**src/bus_error_status_logger_cfg.svh**
```systemverilog
// Register offsets, field positions, trap vector and parity limit for the logger
`ifndef BUS_ERROR_STATUS_LOGGER_CFG_SVH
`define BUS_ERROR_STATUS_LOGGER_CFG_SVH
`define BESL_BANK0_BASE 12'h400
`define BESL_OFF_STAT_LO 12'h400
`define BESL_OFF_STAT_HI 12'h404
`define BESL_OFF_GLOBAL 12'h408
`define BESL_OFF_CAP 12'h40c
`define BESL_OFF_EVENT 12'h410
`define BESL_BIT_HARD 42
`define BESL_BIT_INTERNAL_FAILURE_PIN 43
`define BESL_BIT_APAR 44
`define BESL_BIT_UNCOR 45
`define BESL_BIT_COR 46
`define BESL_SYN_LO 47
`define BESL_SYN_HI 54
`define BESL_BIT_PCC 57
`define BESL_BIT_NOTFIX 61
`define BESL_BIT_OVER 62
`define BESL_BIT_VALID 63
`define BESL_G_RESTART_POINTER_OK 0
`define BESL_G_ERROR_POINTER_OK 1
`define BESL_G_CHECK_IN_PROGRESS 2
`define BESL_TRAP_VECTOR 8'h12
`define BESL_APAR_LIMIT 2'h2
`endif

```
**src/bus_error_status_logger_pkg.sv**
```systemverilog
// Types shared by the bus error status logger
`default_nettype none
package bus_error_status_logger_pkg;
  typedef struct packed {
    logic hard_err;
    logic internal_failure_pin;
    logic address_parity_failure;
    logic ecc_uncorrected;
    logic ecc_corrected;
    logic [7:0] syndrome;
    logic context_corrupt;
    logic restart_ok;
    logic error_ip_related;
  } err_event_t;
  typedef struct packed {
    logic [63:0] status;
    logic [1:0] apar_cnt;
    logic restart_pointer_ok;
    logic error_pointer_ok;
    logic check_in_progress;
  } bank_state_t;
  typedef enum logic [1:0] {
    AHB_IDLE = 2'b00,
    AHB_READ = 2'b01,
    AHB_WRITE = 2'b11
  } ahb_phase_t;
endpackage
`default_nettype wire

```
**src/bus_error_event_latch.sv**
```systemverilog
// Sticky error status bank with syndrome capture
`timescale 1ns/1ps
`default_nettype none
`include "bus_error_status_logger_cfg.svh"
module bus_error_event_latch (
  input wire logic hclk,
  input wire logic hresetn,
  input wire bus_error_status_logger_pkg::err_event_t ev,
  input wire logic wr_lo,
  input wire logic wr_hi,
  input wire logic wr_glb,
  input wire logic [31:0] wdata,
  output logic [63:0] status,
  output logic [2:0] glb,
  output logic trap_pulse,
  output logic shutdown
);
  bus_error_status_logger_pkg::bank_state_t s_r;
  bus_error_status_logger_pkg::bank_state_t s_nxt;
  logic any_err;
  logic unrec;
  logic shut_r;
  logic trap_r;

  // Event folding; set wins over a clearing write in the same cycle
  always_comb begin
    s_nxt = s_r;
    any_err = ev.hard_err | ev.internal_failure_pin |
              ev.address_parity_failure | ev.ecc_uncorrected |
              ev.ecc_corrected;
    unrec = ev.context_corrupt | ~ev.restart_ok | s_r.status[`BESL_BIT_VALID];
    // Writing zero clears a status word; nonzero status words are ignored, a global write of any value stores only wdata bit 2 (check_in_progress)
    if (wr_lo && wdata == 32'h0) begin
      s_nxt.status[31:0] = 32'h0;
    end
    if (wr_hi && wdata == 32'h0) begin
      s_nxt.status[63:32] = 32'h0;
      s_nxt.apar_cnt = 2'h0;
    end
    if (wr_glb) begin
      s_nxt.check_in_progress = wdata[`BESL_G_CHECK_IN_PROGRESS];
    end
    if (ev.hard_err) begin
      s_nxt.status[`BESL_BIT_HARD] = 1'b1;
    end
    if (ev.internal_failure_pin) begin
      s_nxt.status[`BESL_BIT_INTERNAL_FAILURE_PIN] = 1'b1;
    end
    if (ev.address_parity_failure && s_nxt.apar_cnt != `BESL_APAR_LIMIT) begin
      s_nxt.apar_cnt = s_nxt.apar_cnt + 2'h1;
    end
    if (s_nxt.apar_cnt == `BESL_APAR_LIMIT) begin
      s_nxt.status[`BESL_BIT_APAR] = 1'b1;
    end
    // Syndrome held while an uncorrected one is logged
    if ((ev.ecc_uncorrected || ev.ecc_corrected) &&
        !s_r.status[`BESL_BIT_UNCOR]) begin
      s_nxt.status[`BESL_SYN_HI:`BESL_SYN_LO] = ev.syndrome;
    end
    if (ev.ecc_uncorrected) begin
      s_nxt.status[`BESL_BIT_UNCOR] = 1'b1;
      s_nxt.status[`BESL_BIT_NOTFIX] = 1'b1;
    end
    if (ev.ecc_corrected) begin
      s_nxt.status[`BESL_BIT_COR] = 1'b1;
    end
    if (any_err) begin
      s_nxt.status[`BESL_BIT_OVER] = s_r.status[`BESL_BIT_VALID] |
                                     s_nxt.status[`BESL_BIT_OVER];
      s_nxt.status[`BESL_BIT_VALID] = 1'b1;
      if (ev.context_corrupt) begin
        s_nxt.status[`BESL_BIT_PCC] = 1'b1;
      end
    end
    // Corrected errors raise no trap; others are aborts
    if (any_err && !(ev.ecc_corrected && !ev.ecc_uncorrected &&
        !ev.hard_err && !ev.internal_failure_pin &&
        !ev.address_parity_failure)) begin
      s_nxt.check_in_progress = 1'b1;
      s_nxt.restart_pointer_ok = ev.restart_ok & ~unrec;
      s_nxt.error_pointer_ok = unrec & ev.error_ip_related;
    end
    s_nxt.status[56:55] = 2'h0;
  end

  // Trap pulse and shutdown on recursion
  always_ff @(posedge hclk or negedge hresetn) begin
    if (!hresetn) begin
      s_r <= '0;
      trap_r <= 1'b0;
      shut_r <= 1'b0;
    end else begin
      s_r <= s_nxt;
      trap_r <= s_nxt.check_in_progress & ~s_r.check_in_progress;
      shut_r <= shut_r | (s_r.check_in_progress & s_nxt.check_in_progress & any_err &
                !(ev.ecc_corrected && !ev.ecc_uncorrected &&
                  !ev.hard_err && !ev.internal_failure_pin &&
                  !ev.address_parity_failure));
    end
  end

  assign status = s_r.status;
  assign glb = {s_r.check_in_progress, s_r.error_pointer_ok, s_r.restart_pointer_ok};
  assign trap_pulse = trap_r;
  assign shutdown = shut_r;
endmodule
`default_nettype wire

```
**src/bus_error_status_logger.sv**
```systemverilog
// AHB-Lite register front end of the bus error status logger
//
// Design decisions made here: the AHB-Lite register port and the register offsets.
`timescale 1ns/1ps
`default_nettype none
`include "bus_error_status_logger_cfg.svh"
module bus_error_status_logger #(
  parameter int BANK_COUNT = 1
) (
  input wire logic hclk,
  input wire logic hresetn,
  input wire logic hsel,
  input wire logic [31:0] haddr,
  input wire logic [1:0] htrans,
  input wire logic hwrite,
  input wire logic [2:0] hsize,
  input wire logic [31:0] hwdata,
  input wire logic hready,
  output logic hreadyout,
  output logic hresp,
  output logic [31:0] hrdata,
  input wire bus_error_status_logger_pkg::err_event_t ev,
  output logic trap_pulse,
  output logic [7:0] trap_vector,
  output logic unrecoverable,
  output logic shutdown
);
  typedef struct packed {
    bus_error_status_logger_pkg::ahb_phase_t ph;
    logic [11:0] addr;
    logic [31:0] rdata;
  } fe_state_t;

  fe_state_t f_r;
  fe_state_t f_nxt;
  logic [63:0] status;
  logic [2:0] glb;
  logic wr_lo;
  logic wr_hi;
  logic wr_glb;
  logic [31:0] rd_word;

  // Only a single bank is built; other counts refused at elaboration
  if (BANK_COUNT != 1) begin : g_bank_count_check
    $error("bus_error_status_logger: only one bank supported");
  end

  // Write strobes in the data phase; hsize is not decoded
  always_comb begin
    wr_lo = f_r.ph == bus_error_status_logger_pkg::AHB_WRITE &&
            f_r.addr == `BESL_OFF_STAT_LO;
    wr_hi = f_r.ph == bus_error_status_logger_pkg::AHB_WRITE &&
            f_r.addr == `BESL_OFF_STAT_HI;
    wr_glb = f_r.ph == bus_error_status_logger_pkg::AHB_WRITE &&
             f_r.addr == `BESL_OFF_GLOBAL;
  end

  // Read mux; unmapped offsets read zero
  always_comb begin
    case (haddr[11:0])
      `BESL_OFF_STAT_LO: rd_word = status[31:0];
      `BESL_OFF_STAT_HI: rd_word = status[63:32];
      `BESL_OFF_GLOBAL: rd_word = {29'h0, glb};
      `BESL_OFF_CAP: rd_word = {24'h0, 8'(BANK_COUNT)};
      `BESL_OFF_EVENT: rd_word = {31'h0, shutdown};
      default: rd_word = 32'h0;
    endcase
  end

  // Address phase capture; zero wait states so hready is ours
  always_comb begin
    f_nxt = f_r;
    f_nxt.ph = bus_error_status_logger_pkg::AHB_IDLE;
    if (hsel && hready && htrans[1]) begin
      f_nxt.addr = haddr[11:0];
      f_nxt.ph = hwrite ? bus_error_status_logger_pkg::AHB_WRITE :
                          bus_error_status_logger_pkg::AHB_READ;
      if (!hwrite) begin
        f_nxt.rdata = rd_word;
      end
    end
  end

  always_ff @(posedge hclk or negedge hresetn) begin
    if (!hresetn) begin
      f_r <= '0;
    end else begin
      f_r <= f_nxt;
    end
  end

  bus_error_event_latch u_latch (
    .hclk(hclk),
    .hresetn(hresetn),
    .ev(ev),
    .wr_lo(wr_lo),
    .wr_hi(wr_hi),
    .wr_glb(wr_glb),
    .wdata(hwdata),
    .status(status),
    .glb(glb),
    .trap_pulse(trap_pulse),
    .shutdown(shutdown)
  );

  // Unrecoverable when corrupt, overflowed or not restartable
  assign unrecoverable = status[`BESL_BIT_VALID] &
                         (status[`BESL_BIT_PCC] | status[`BESL_BIT_OVER] |
                          (glb[2] & ~glb[0]));
  assign trap_vector = `BESL_TRAP_VECTOR;
  assign hreadyout = 1'b1;
  assign hresp = 1'b0;
  assign hrdata = f_r.rdata;
endmodule
`default_nettype wire

```
**config.mk**
```make
export PLATFORM = sky130hd
export DESIGN_NAME = bus_error_status_logger
export DESIGN_NICKNAME = d
export VERILOG_FILES = /design/src/bus_error_status_logger_pkg.sv /design/src/bus_error_event_latch.sv /design/src/bus_error_status_logger.sv
export VERILOG_INCLUDE_DIRS = /design/src
export SDC_FILE = /design/constraint.sdc
export NUM_CORES = 1
export LEC_CHECK = 0
export BUFFER_PORTS_ARGS = -buffer_cell sky130_fd_sc_hd__buf_4
export CAP_MARGIN = 20
export CORE_ASPECT_RATIO = 0.75
export CORE_MARGIN = 5
export CORE_UTILIZATION = 30
export CTS_BUF_LIST = sky130_fd_sc_hd__clkbuf_8
export CTS_CLUSTER_SIZE = 14
export DETAILED_ROUTE_END_ITERATION = 6
export HOLD_SLACK_MARGIN = 0.03
export MAX_ROUTING_LAYER = met4
export PLACE_DENSITY_LB_ADDON = 0.25
export SLEW_MARGIN = 20
export SYNTH_ARGS = -nofsm -noshare
export SYNTH_HDL_FRONTEND = slang
export SYNTH_SLANG_ARGS = --single-unit
```
**constraint.sdc**
```tcl
create_clock -name hclk -period 3.6 [get_ports hclk]
set_clock_uncertainty 0.15 [all_clocks]
set_input_delay 0.72 -clock hclk [delete_from_list [all_inputs] [get_ports hclk]]
set_output_delay 0.72 -clock hclk [all_outputs]
set_load 0.1 [all_outputs]
```
### After elaboration in Yosys (flattened, before gate mapping)

Index checks and enable logic that the tools add are counted.

| operators by class | value |
|---|---|
| equality and inequality tests | 9 |
| add/sub/neg operators | 1 |
| reduce and logical (&&, ||, !) cells | 28 |
| mux-type cells | 19 |
| bitwise logic cells | 23 |

Operators with widths:

| operator | number |
|---|---|
| 32-bit case mux with 4 select lines | 1 |
| 12-bit by 11-bit equality test with 1-bit output, second input constant | 6 |
| 32-bit 2-to-1 mux | 2 |
| 46-bit 2-to-1 mux | 1 |
| 32-bit zero test | 1 |
| 2-bit nonzero test | 7 |
| 1-bit logical AND | 12 |
| 1-bit 2-to-1 mux | 10 |
| 1-bit bitwise OR | 10 |
| 1-bit bitwise AND | 8 |
| 2-bit 2-to-1 mux | 4 |
| 8-bit 2-to-1 mux | 1 |
| 1-bit zero test | 6 |
| 1-bit NOT | 5 |
| 2-bit equality test, second input constant | 2 |
| 2-bit by 1-bit adder with 2-bit output, second input constant | 1 |
| 2-bit inequality test, second input constant | 1 |
| 2-bit AND reduction | 1 |
| 1-bit logical OR | 1 |

| storage, ports and cells | value |
|---|---|
| input port bits | 90 |
| register bits after elaboration | 70 |

### Depth between registers and ports, before layout

Gate-level depths: netlist of the first run.

| depth | value |
|---|---|
| depth in word-level cells | 12 |
| depth in mapped cells | 10 |
| gate-level depth less buffers | 9 |

### Hierarchy

A second synthesis of the first run with hierarchy kept.

| second synthesis, totals | value |
|---|---|
| cell total of the unflattened synthesis | 407 |
| area total of the unflattened synthesis | 4,119.0 um^2 |

Modules (own cells, without submodules):

| module | times used | cells each | area an instance (um^2) |
|---|---|---|---|
| bus_error_status_logger | 1 | 241 | 2,586.2 |
| bus_error_event_latch | 1 | 166 | 1,532.7 |

### Least setup slack after synthesis of the first run

No wires, ideal clock.

| path | value |
|---|---|
| kind | input to register |
| start point | in hwdata[17] |
| end point | reg u_latch.s_r (netlist bit u_latch.status[44]) |
| data arrival time | 2.613 ns |
| stages on the path | 9 |
| path slack | 0.694 ns |
| path through | nor4_1 -> nand3_1 -> or4_1 -> buf_2 -> and2_1 -> ha_1 -> nand2b_1 -> a311oi_1 -> nor2_1 |

| between the ends | value |
|---|---|
| cells in the longest elaborated chain, start to end | 8 |

RTL lines:

| element | RTL line | RTL |
|---|---|---|
| from (decl) | bus_error_status_logger.sv:17 | `input wire logic [31:0] hwdata,` |
| 32-bit zero test (*) | -- |  |
| 1-bit logical AND (*) | bus_error_event_latch.sv:36 | `if (wr_hi && wdata == 32'h0) begin` |
| branches (longest 6 deep; another with 2-bit by 1-bit adder with 2-bit output) | -- |  |
| to (signal assigned) | bus_error_event_latch.sv:93 | `s_r <= s_nxt;` |
| to (decl) | bus_error_event_latch.sv:18 | `bus_error_status_logger_pkg::bank_state_t s_r;` |

Every way passes the cells marked *.
A chain may end at the register's enable or synchronous reset.

### Worst setup path in the final report of the first run

| path | value |
|---|---|
| start point | in hwdata[1] |
| end point | reg u_latch.s_r (netlist bit u_latch.status[44]) |

The elaborated chain is that of the path after synthesis.

==> results of run 1 <==
-- metrics by stage --
step | instance area (um^2) | total power, mW | util, % | hold slack (ns)
after floorplan | 2720 | 0.928 | - | 0.274
after global placement | 3220 | 1.00 | 37.8 | 0.314
after detailed placement | 3220 | 1.01 | 37.8 | 0.321
after CTS | 3310 | 1.37 | 38.9 | 0.324
after global routing | 3310 | 1.42 | 38.9 | 0.356
final | 3310 | 1.35 | 38.9 | 0.291
-- critical path, cell delays in order --
cell      delay [ns]
buf_4           0.11
nor4b_1         0.32
nand4_1         0.27
or4_1           0.49
and2_1          0.18
ha_1            0.16
nand2b_1        0.21
a311oi_1        0.29
nor2_1          0.06
-- cell type report --
class                   count  area share [%]
well taps                 108            4.08
inverters                   5           0.566
flip-flops and latches     56            42.3
multi-input cells         147            29.0
clock inverters             3           0.755
repair buffers             94            21.3
clock buffers               5            2.08
-- logic make-up after synthesis --
logic type,Yosys count,synth area share [%]
other,2,0.284
AO/OA/AOI/OAI,44,12.8
AND/OR/NAND/NOR,67,14.5
flip-flops,56,53.0
buffers and inverters,53,13.6
multiplexers,12,5.11
adder cells (fa/ha/maj),1,0.473
XOR/XNOR,1,0.331
-- registers in the layout (all words and copies together), names as in the netlist --
name	flops
f_r	14
u_latch.s_r	2
u_latch.trap_pulse	1
u_latch.glb	3
u_latch.status	16
hrdata	19
u_latch.shutdown	1
-- worst min path at each step --
stage	slack, ns	start	to	depth (start not counted)
after floorplan	0.27	hresetn	f_r[32]	0
after global placement	0.31	u_latch.status[43]	u_latch.status[43]	1
after detailed placement	0.32	u_latch.status[46]	u_latch.status[46]	1
after CTS	0.32	hresetn	u_latch.status[45]	1
after global routing	0.36	hresetn	f_r[37]	1
final	0.29	hresetn	f_r[37]	1
-- report_power, final --
group	internal (mW)	total (mW)	switching (mW)
Combinational	0.104	0.281	0.176
Clock	0.142	0.357	0.214
Sequential	0.680	0.709	0.0290
Total	0.927	1.35	0.419
-- layout by cell type (no fill, tap or decap), drive strengths merged, types with 2 or more instances in the layout --
| master | netlist | routed |
|---|---|---|
| dfrtp | 56 | 56 |
| mux2 | 12 | 12 |
| nor4 | 13 | 13 |
| a22o | 20 | 20 |
| a21o | 5 | 5 |
| nand2 | 24 | 24 |
| buf | 44 | 94 |
| inv | 5 | 7 |
| clkbuf | 4 | 5 |
| o31a | 2 | 2 |
| nor3 | 2 | 2 |
| conb | 2 | 22 |
| nor4b | 2 | 2 |
| o21ai | 11 | 11 |
| nand2b | 6 | 6 |
| nor2 | 10 | 10 |
| nand3 | 3 | 3 |
-- routing by layer --
| metal | wire length [um] | track usage, % | vias to the layer above |
|---|---|---|---|
| met1 | 2790 | 14.7 | 893 |
| met5 | 0 | - | - |
| met3 | 338 | 2.73 | 6 |
| met2 | 2690 | 17.2 | 68 |
| met4 | 66 | 3.40 | 0 |
| li1 | - | - | 915 |
==> results.py, run 1 <==
metrics = {
    "outcome": {
        "outcome": "completed",
    },
    "run": {
        "drv_cap": 0,
    },
    "clock_tree": {
        "cts_tree": "yes",
        "worstSkewPairLatency_ns": 0.31,
        "cts_buffer_depth": 2,
        "cts-root-buf": "clkbuf_8",
        "cts_setup_buffers": 0,
        "post_cts_resized": 0,
        "cts_hold_buf": 0,
        "clk_pin_slew_ns": 0.10,
        "cts.htree.levels": 2,
        "cts.sinks": 56,
        "cts_buffers": 5,
    },
    "worst_setup_path": {
        "end_kind": "register",
        "crit_arrival_ns": 2.83,
        "crit_path_max_fanout": 5,
        "rr_startpoint": "f_r[35]",
        "cp-endpoint": "u_latch.status[44]",
        "r2r-end": "u_latch.status[44]",
        "regToRegSetupSlack_ns": 0.92,
        "ff2ff_path_depth": 8,
        "cp-startpoint": "hwdata[1]",
        "critPathKind": "primary input to register",
        "required_ns": 3.66,
        "start_kind": "primary input",
    },
    "route": {
        "num_vias": 1882,
        "first_pass_iters": 6,
        "drt_iter0_drc": 54,
        "wl_per_cell_um": 14.1,
        "routed_wirelength_um": 5890,
        "ant_nets": 0,
        "drc": 0,
        "drt-vias-per-instance": 4.50,
    },
    "synthesis": {
        "yosysWarnings": 0,
        "synth_top_cell_by_area": "dfrtp_1",
        "syn_area_um2": 2650,
        "synth_seq_area_share_pct": 53.0,
        "synth.area.top_cells": "dfrtp_1 (53%), buf_4 (12%), a22o_1 (6.6%)",
        "netlist.area_leader.share_pct": 53.0,
        "synth_edf_count": 0,
        "netlist_instances": 236,
        "synth_ff_type": "dfrtp_1",
        "yosysMostFrequentCell": "dfrtp_1",
        "synth_area_per_cell_um2": 11.2,
        "synth.ff_latch_count": 56,
        "synth_cell_types": 37,
        "synthArstFlopShare_pct": 100,
        "yosys-top-cells-count": "dfrtp_1 (56), buf_4 (42), nand2_1 (24)",
    },
    "layout": {
        "drive_gt1_share_pct": 39.4,
        "fin_nets": 400,
        "area_delta_synth_final_pct": 25.3,
        "seqCellArea_um2": 1400,
        "multi_input_area_um2": 960,
        "fill_cells": 818,
        "instances_no_fill": 418,
        "antenna_cells": 0,
    },
    "die": {
        "start_util_pct": 31.0,
        "rows": 29,
        "die_area_um2": 10800,
        "die_height_um": 91.3,
        "io_pins": 135,
        "die_w_um": 118,
        "fp.coreArea_um2": 8530,
    },
    "sta": {
        "relSlewSlack_pct": 52.7,
        "tightest_slew_ns": 0.709,
        "period_share_pct": 77.0,
        "min_period_ns": 2.77,
        "fin_ws_ns": 0.829,
        "hold_viol_final": 0,
        "rsz0062_at_grt": "no",
        "drv_slew": 0,
        "fmax_ghz": 0.361,
        "finalSetupTns_ns": 0,
        "setup_viol": 0,
    },
    "global_routing": {
        "grt.overflow.total": 0,
        "grt_max_degree": 57,
        "grt_use_total_pct": 11.2,
        "grt_pass1_vias": 1978,
        "antenna_found_initial": 0,
        "grt_pass1_wl_um": 9580,
    },
    "place": {
        "dp_worst_setup_slack_ns": 0.417,
        "dpl.cell_count": 410,
        "place_hpwl_um": 4620,
        "place.port_buffers": 88,
        "gp_congestion": 0.724,
    },
    "hold_path": {
        "min_path_type": "primary input to asynchronous set/reset pin",
    },
    "power_and_ir_drop": {
        "vdd_drop_max_mv": 0.161,
        "p_leak_nw": 1.57,
        "power_density_nw_per_um2": 406,
    },
}
Note: power is estimated with default switching activity, not from simulation.
==> run 2: changes to the inputs <==
==> constraint.sdc (replaced) <==
create_clock -name hclk -period 2.8 [get_ports hclk]
set_clock_uncertainty 0.15 [all_clocks]
set_input_delay 0.56 -clock hclk [delete_from_list [all_inputs] [get_ports hclk]]
set_output_delay 0.56 -clock hclk [all_outputs]
set_load 0.1 [all_outputs]
==> run 2 against run 1 <==
- total power up 30%
- largest cell class unchanged
- register-to-register slack lost 0.73 ns
- critical path type is now register to register
- clock power is 29% higher
- critical path depth is 1 lower
- die area stayed put
- count of clock-buffer cells in the layout did not move
- final area is 1.8% higher
- combinational power is 36% higher
==> results.py, run 2 (synthesized netlist as in run 1, its figures left out) <==
metrics = {
    "outcome": {
        "outcome": "completed",
    },
    "route": {
        "wl_per_cell_um": 14.0,
        "num_vias": 1893,
        "routed_wirelength_um": 5960,
        "drc": 0,
        "first_pass_iters": 4,
        "ant_nets": 0,
        "drt-vias-per-instance": 4.46,
        "drt_iter0_drc": 78,
    },
    "sta": {
        "fmax_ghz": 0.383,
        "tightest_slew_ns": 0.697,
        "hold_ws_ns": 0.122,
        "finalSetupTns_ns": 0,
        "min_period_ns": 2.61,
        "fin_ws_ns": 0.186,
        "hold_viol_final": 0,
        "setup_viol": 0,
        "drv_slew": 0,
        "relSlewSlack_pct": 53.5,
        "rsz0062_at_grt": "no",
        "period_share_pct": 93.4,
    },
    "layout": {
        "final_common_cell": "buf_4",
        "drive_gt1_share_pct": 40.8,
        "fin_nets": 406,
        "design_area_um2": 3370,
        "final_util_pct": 39.6,
        "largest_reg_flops": 19,
        "antenna_cells": 0,
        "area_delta_synth_final_pct": 27.6,
        "mostFrequentLayoutCells": "buf_4 (100), dfrtp_1 (56), nand2_1 (24), conb_1 (22), a22o_1 (20)",
        "seqCellArea_um2": 1400,
        "instances_no_fill": 424,
        "multi_input_area_um2": 975,
        "fill_cells": 824,
    },
    "die": {
        "start_util_pct": 31.0,
        "die_w_um": 118,
        "rows": 29,
        "die_area_um2": 10800,
        "io_pins": 135,
        "fp.coreArea_um2": 8530,
        "die_height_um": 91.3,
    },
    "power_and_ir_drop": {
        "power_frac_comb_pct": 21.7,
        "vdd_drop_max_mv": 0.218,
        "seqPwrFrac_pct": 52.2,
        "p_int_mw": 1.21,
        "pwr-share-clk_pct": 26.1,
        "p_leak_nw": 1.60,
        "power_density_nw_per_um2": 520,
        "finalPower_mw": 1.76,
        "switching_share_pct": 31.2,
        "switchingPower_mw": 0.548,
    },
    "global_routing": {
        "grt_max_degree": 57,
        "grt.overflow.total": 0,
        "grt_use_total_pct": 11.2,
        "grt_pass1_wl_um": 9670,
        "antenna_found_initial": 0,
        "grt_pass1_vias": 1986,
    },
    "worst_setup_path": {
        "ff2ff_path_depth": 8,
        "crit_arrival_ns": 2.65,
        "rr_startpoint": "f_r[41]",
        "end_kind": "register",
        "regToRegSetupSlack_ns": 0.19,
        "required_ns": 2.84,
        "crit_path_max_fanout": 3,
        "start_kind": "register",
        "critPathKind": "register to register",
        "r2r-end": "u_latch.status[44]",
    },
    "clock_tree": {
        "cts-root-buf": "clkbuf_8",
        "clk_pin_slew_ns": 0.11,
        "cts_tree": "yes",
        "worstSkewPairLatency_ns": 0.31,
        "cts_hold_buf": 0,
        "cts_buffers": 5,
        "cts.htree.levels": 2,
        "cts.sinks": 56,
        "cts_buffer_depth": 2,
    },
    "run": {
        "drv_cap": 0,
    },
    "hold_path": {
        "min_path_type": "primary input to asynchronous set/reset pin",
    },
    "place": {
        "place_hpwl_um": 4610,
        "dpl-instance-area_um2": 3270,
        "dp_worst_setup_slack_ns": -0.134,
        "dpl.cell_count": 416,
        "place.port_buffers": 88,
        "gp_congestion": 0.780,
    },
}
[run 2: layout make-up]
class,instances,share of cell area (%)
Clock inverter,3,0.742
Clock buffer,5,2.04
Multi-Input combinational cell,147,28.9
Timing Repair Buffer,100,22.2
Tap cell,108,4.00
Inverter,5,0.556
Sequential cell,56,41.5
[run 2: repair_timing]
action | CTS | global route
setup endpoints to repair | 0 | 2
resized for setup | 0 | 2
setup buffers | 0 | 0
endpoints found under the hold margin | 0 | 0
[run 2: how the worst max path moves through the flow]
stage	slack, ns	startpoint	cells after the start	endpoint
4_1_cts	0.12	f_r[35]	8	u_latch.status[44]
5_1_grt	0.03	f_r[41]	8	u_latch.status[44]
3_5_place_dp	-0.13	hwdata[1]	9	u_latch.status[44]
6_report	0.19	f_r[41]	8	u_latch.status[44]
3_3_place_gp	-0.08	hwdata[1]	9	u_latch.status[44]
2_1_floorplan	0.05	hwdata[17]	9	u_latch.status[44]
[run 2: routing by layer]
| layer | share of wire, % | up-vias | GRT usage, % |
|---|---|---|---|
| met2 | 46 | 66 | 17.1 |
| met3 | 5.8 | 2 | 2.55 |
| met4 | 0.69 | 0 | 2.83 |
| li1 | - | 929 | - |
| met1 | 47 | 896 | 15.1 |
| met5 | 0 | - | - |
[run 2: power groups by stage]
stage / Combinational (mW) / Clock, mW / Sequential, mW
after global routing: 0.421 / 0.502 / 0.926
after global placement: 0.376 / 0 / 0.927
after CTS: 0.380 / 0.477 / 0.913
final: 0.381 / 0.459 / 0.916
after detailed placement: 0.379 / 0 / 0.930
after floorplan: 0.274 / 0 / 0.919
[run 2: worst max-delay path: stages, from the launching register on]
cell and delay (ns):
dfrtp_1 0.43, nor4b_4 0.34, nand3_2 0.14, or4_1 0.56, and2_1 0.18, ha_1 0.16, nand2b_1 0.17, a311oi_1 0.30
nor2_1 0.07
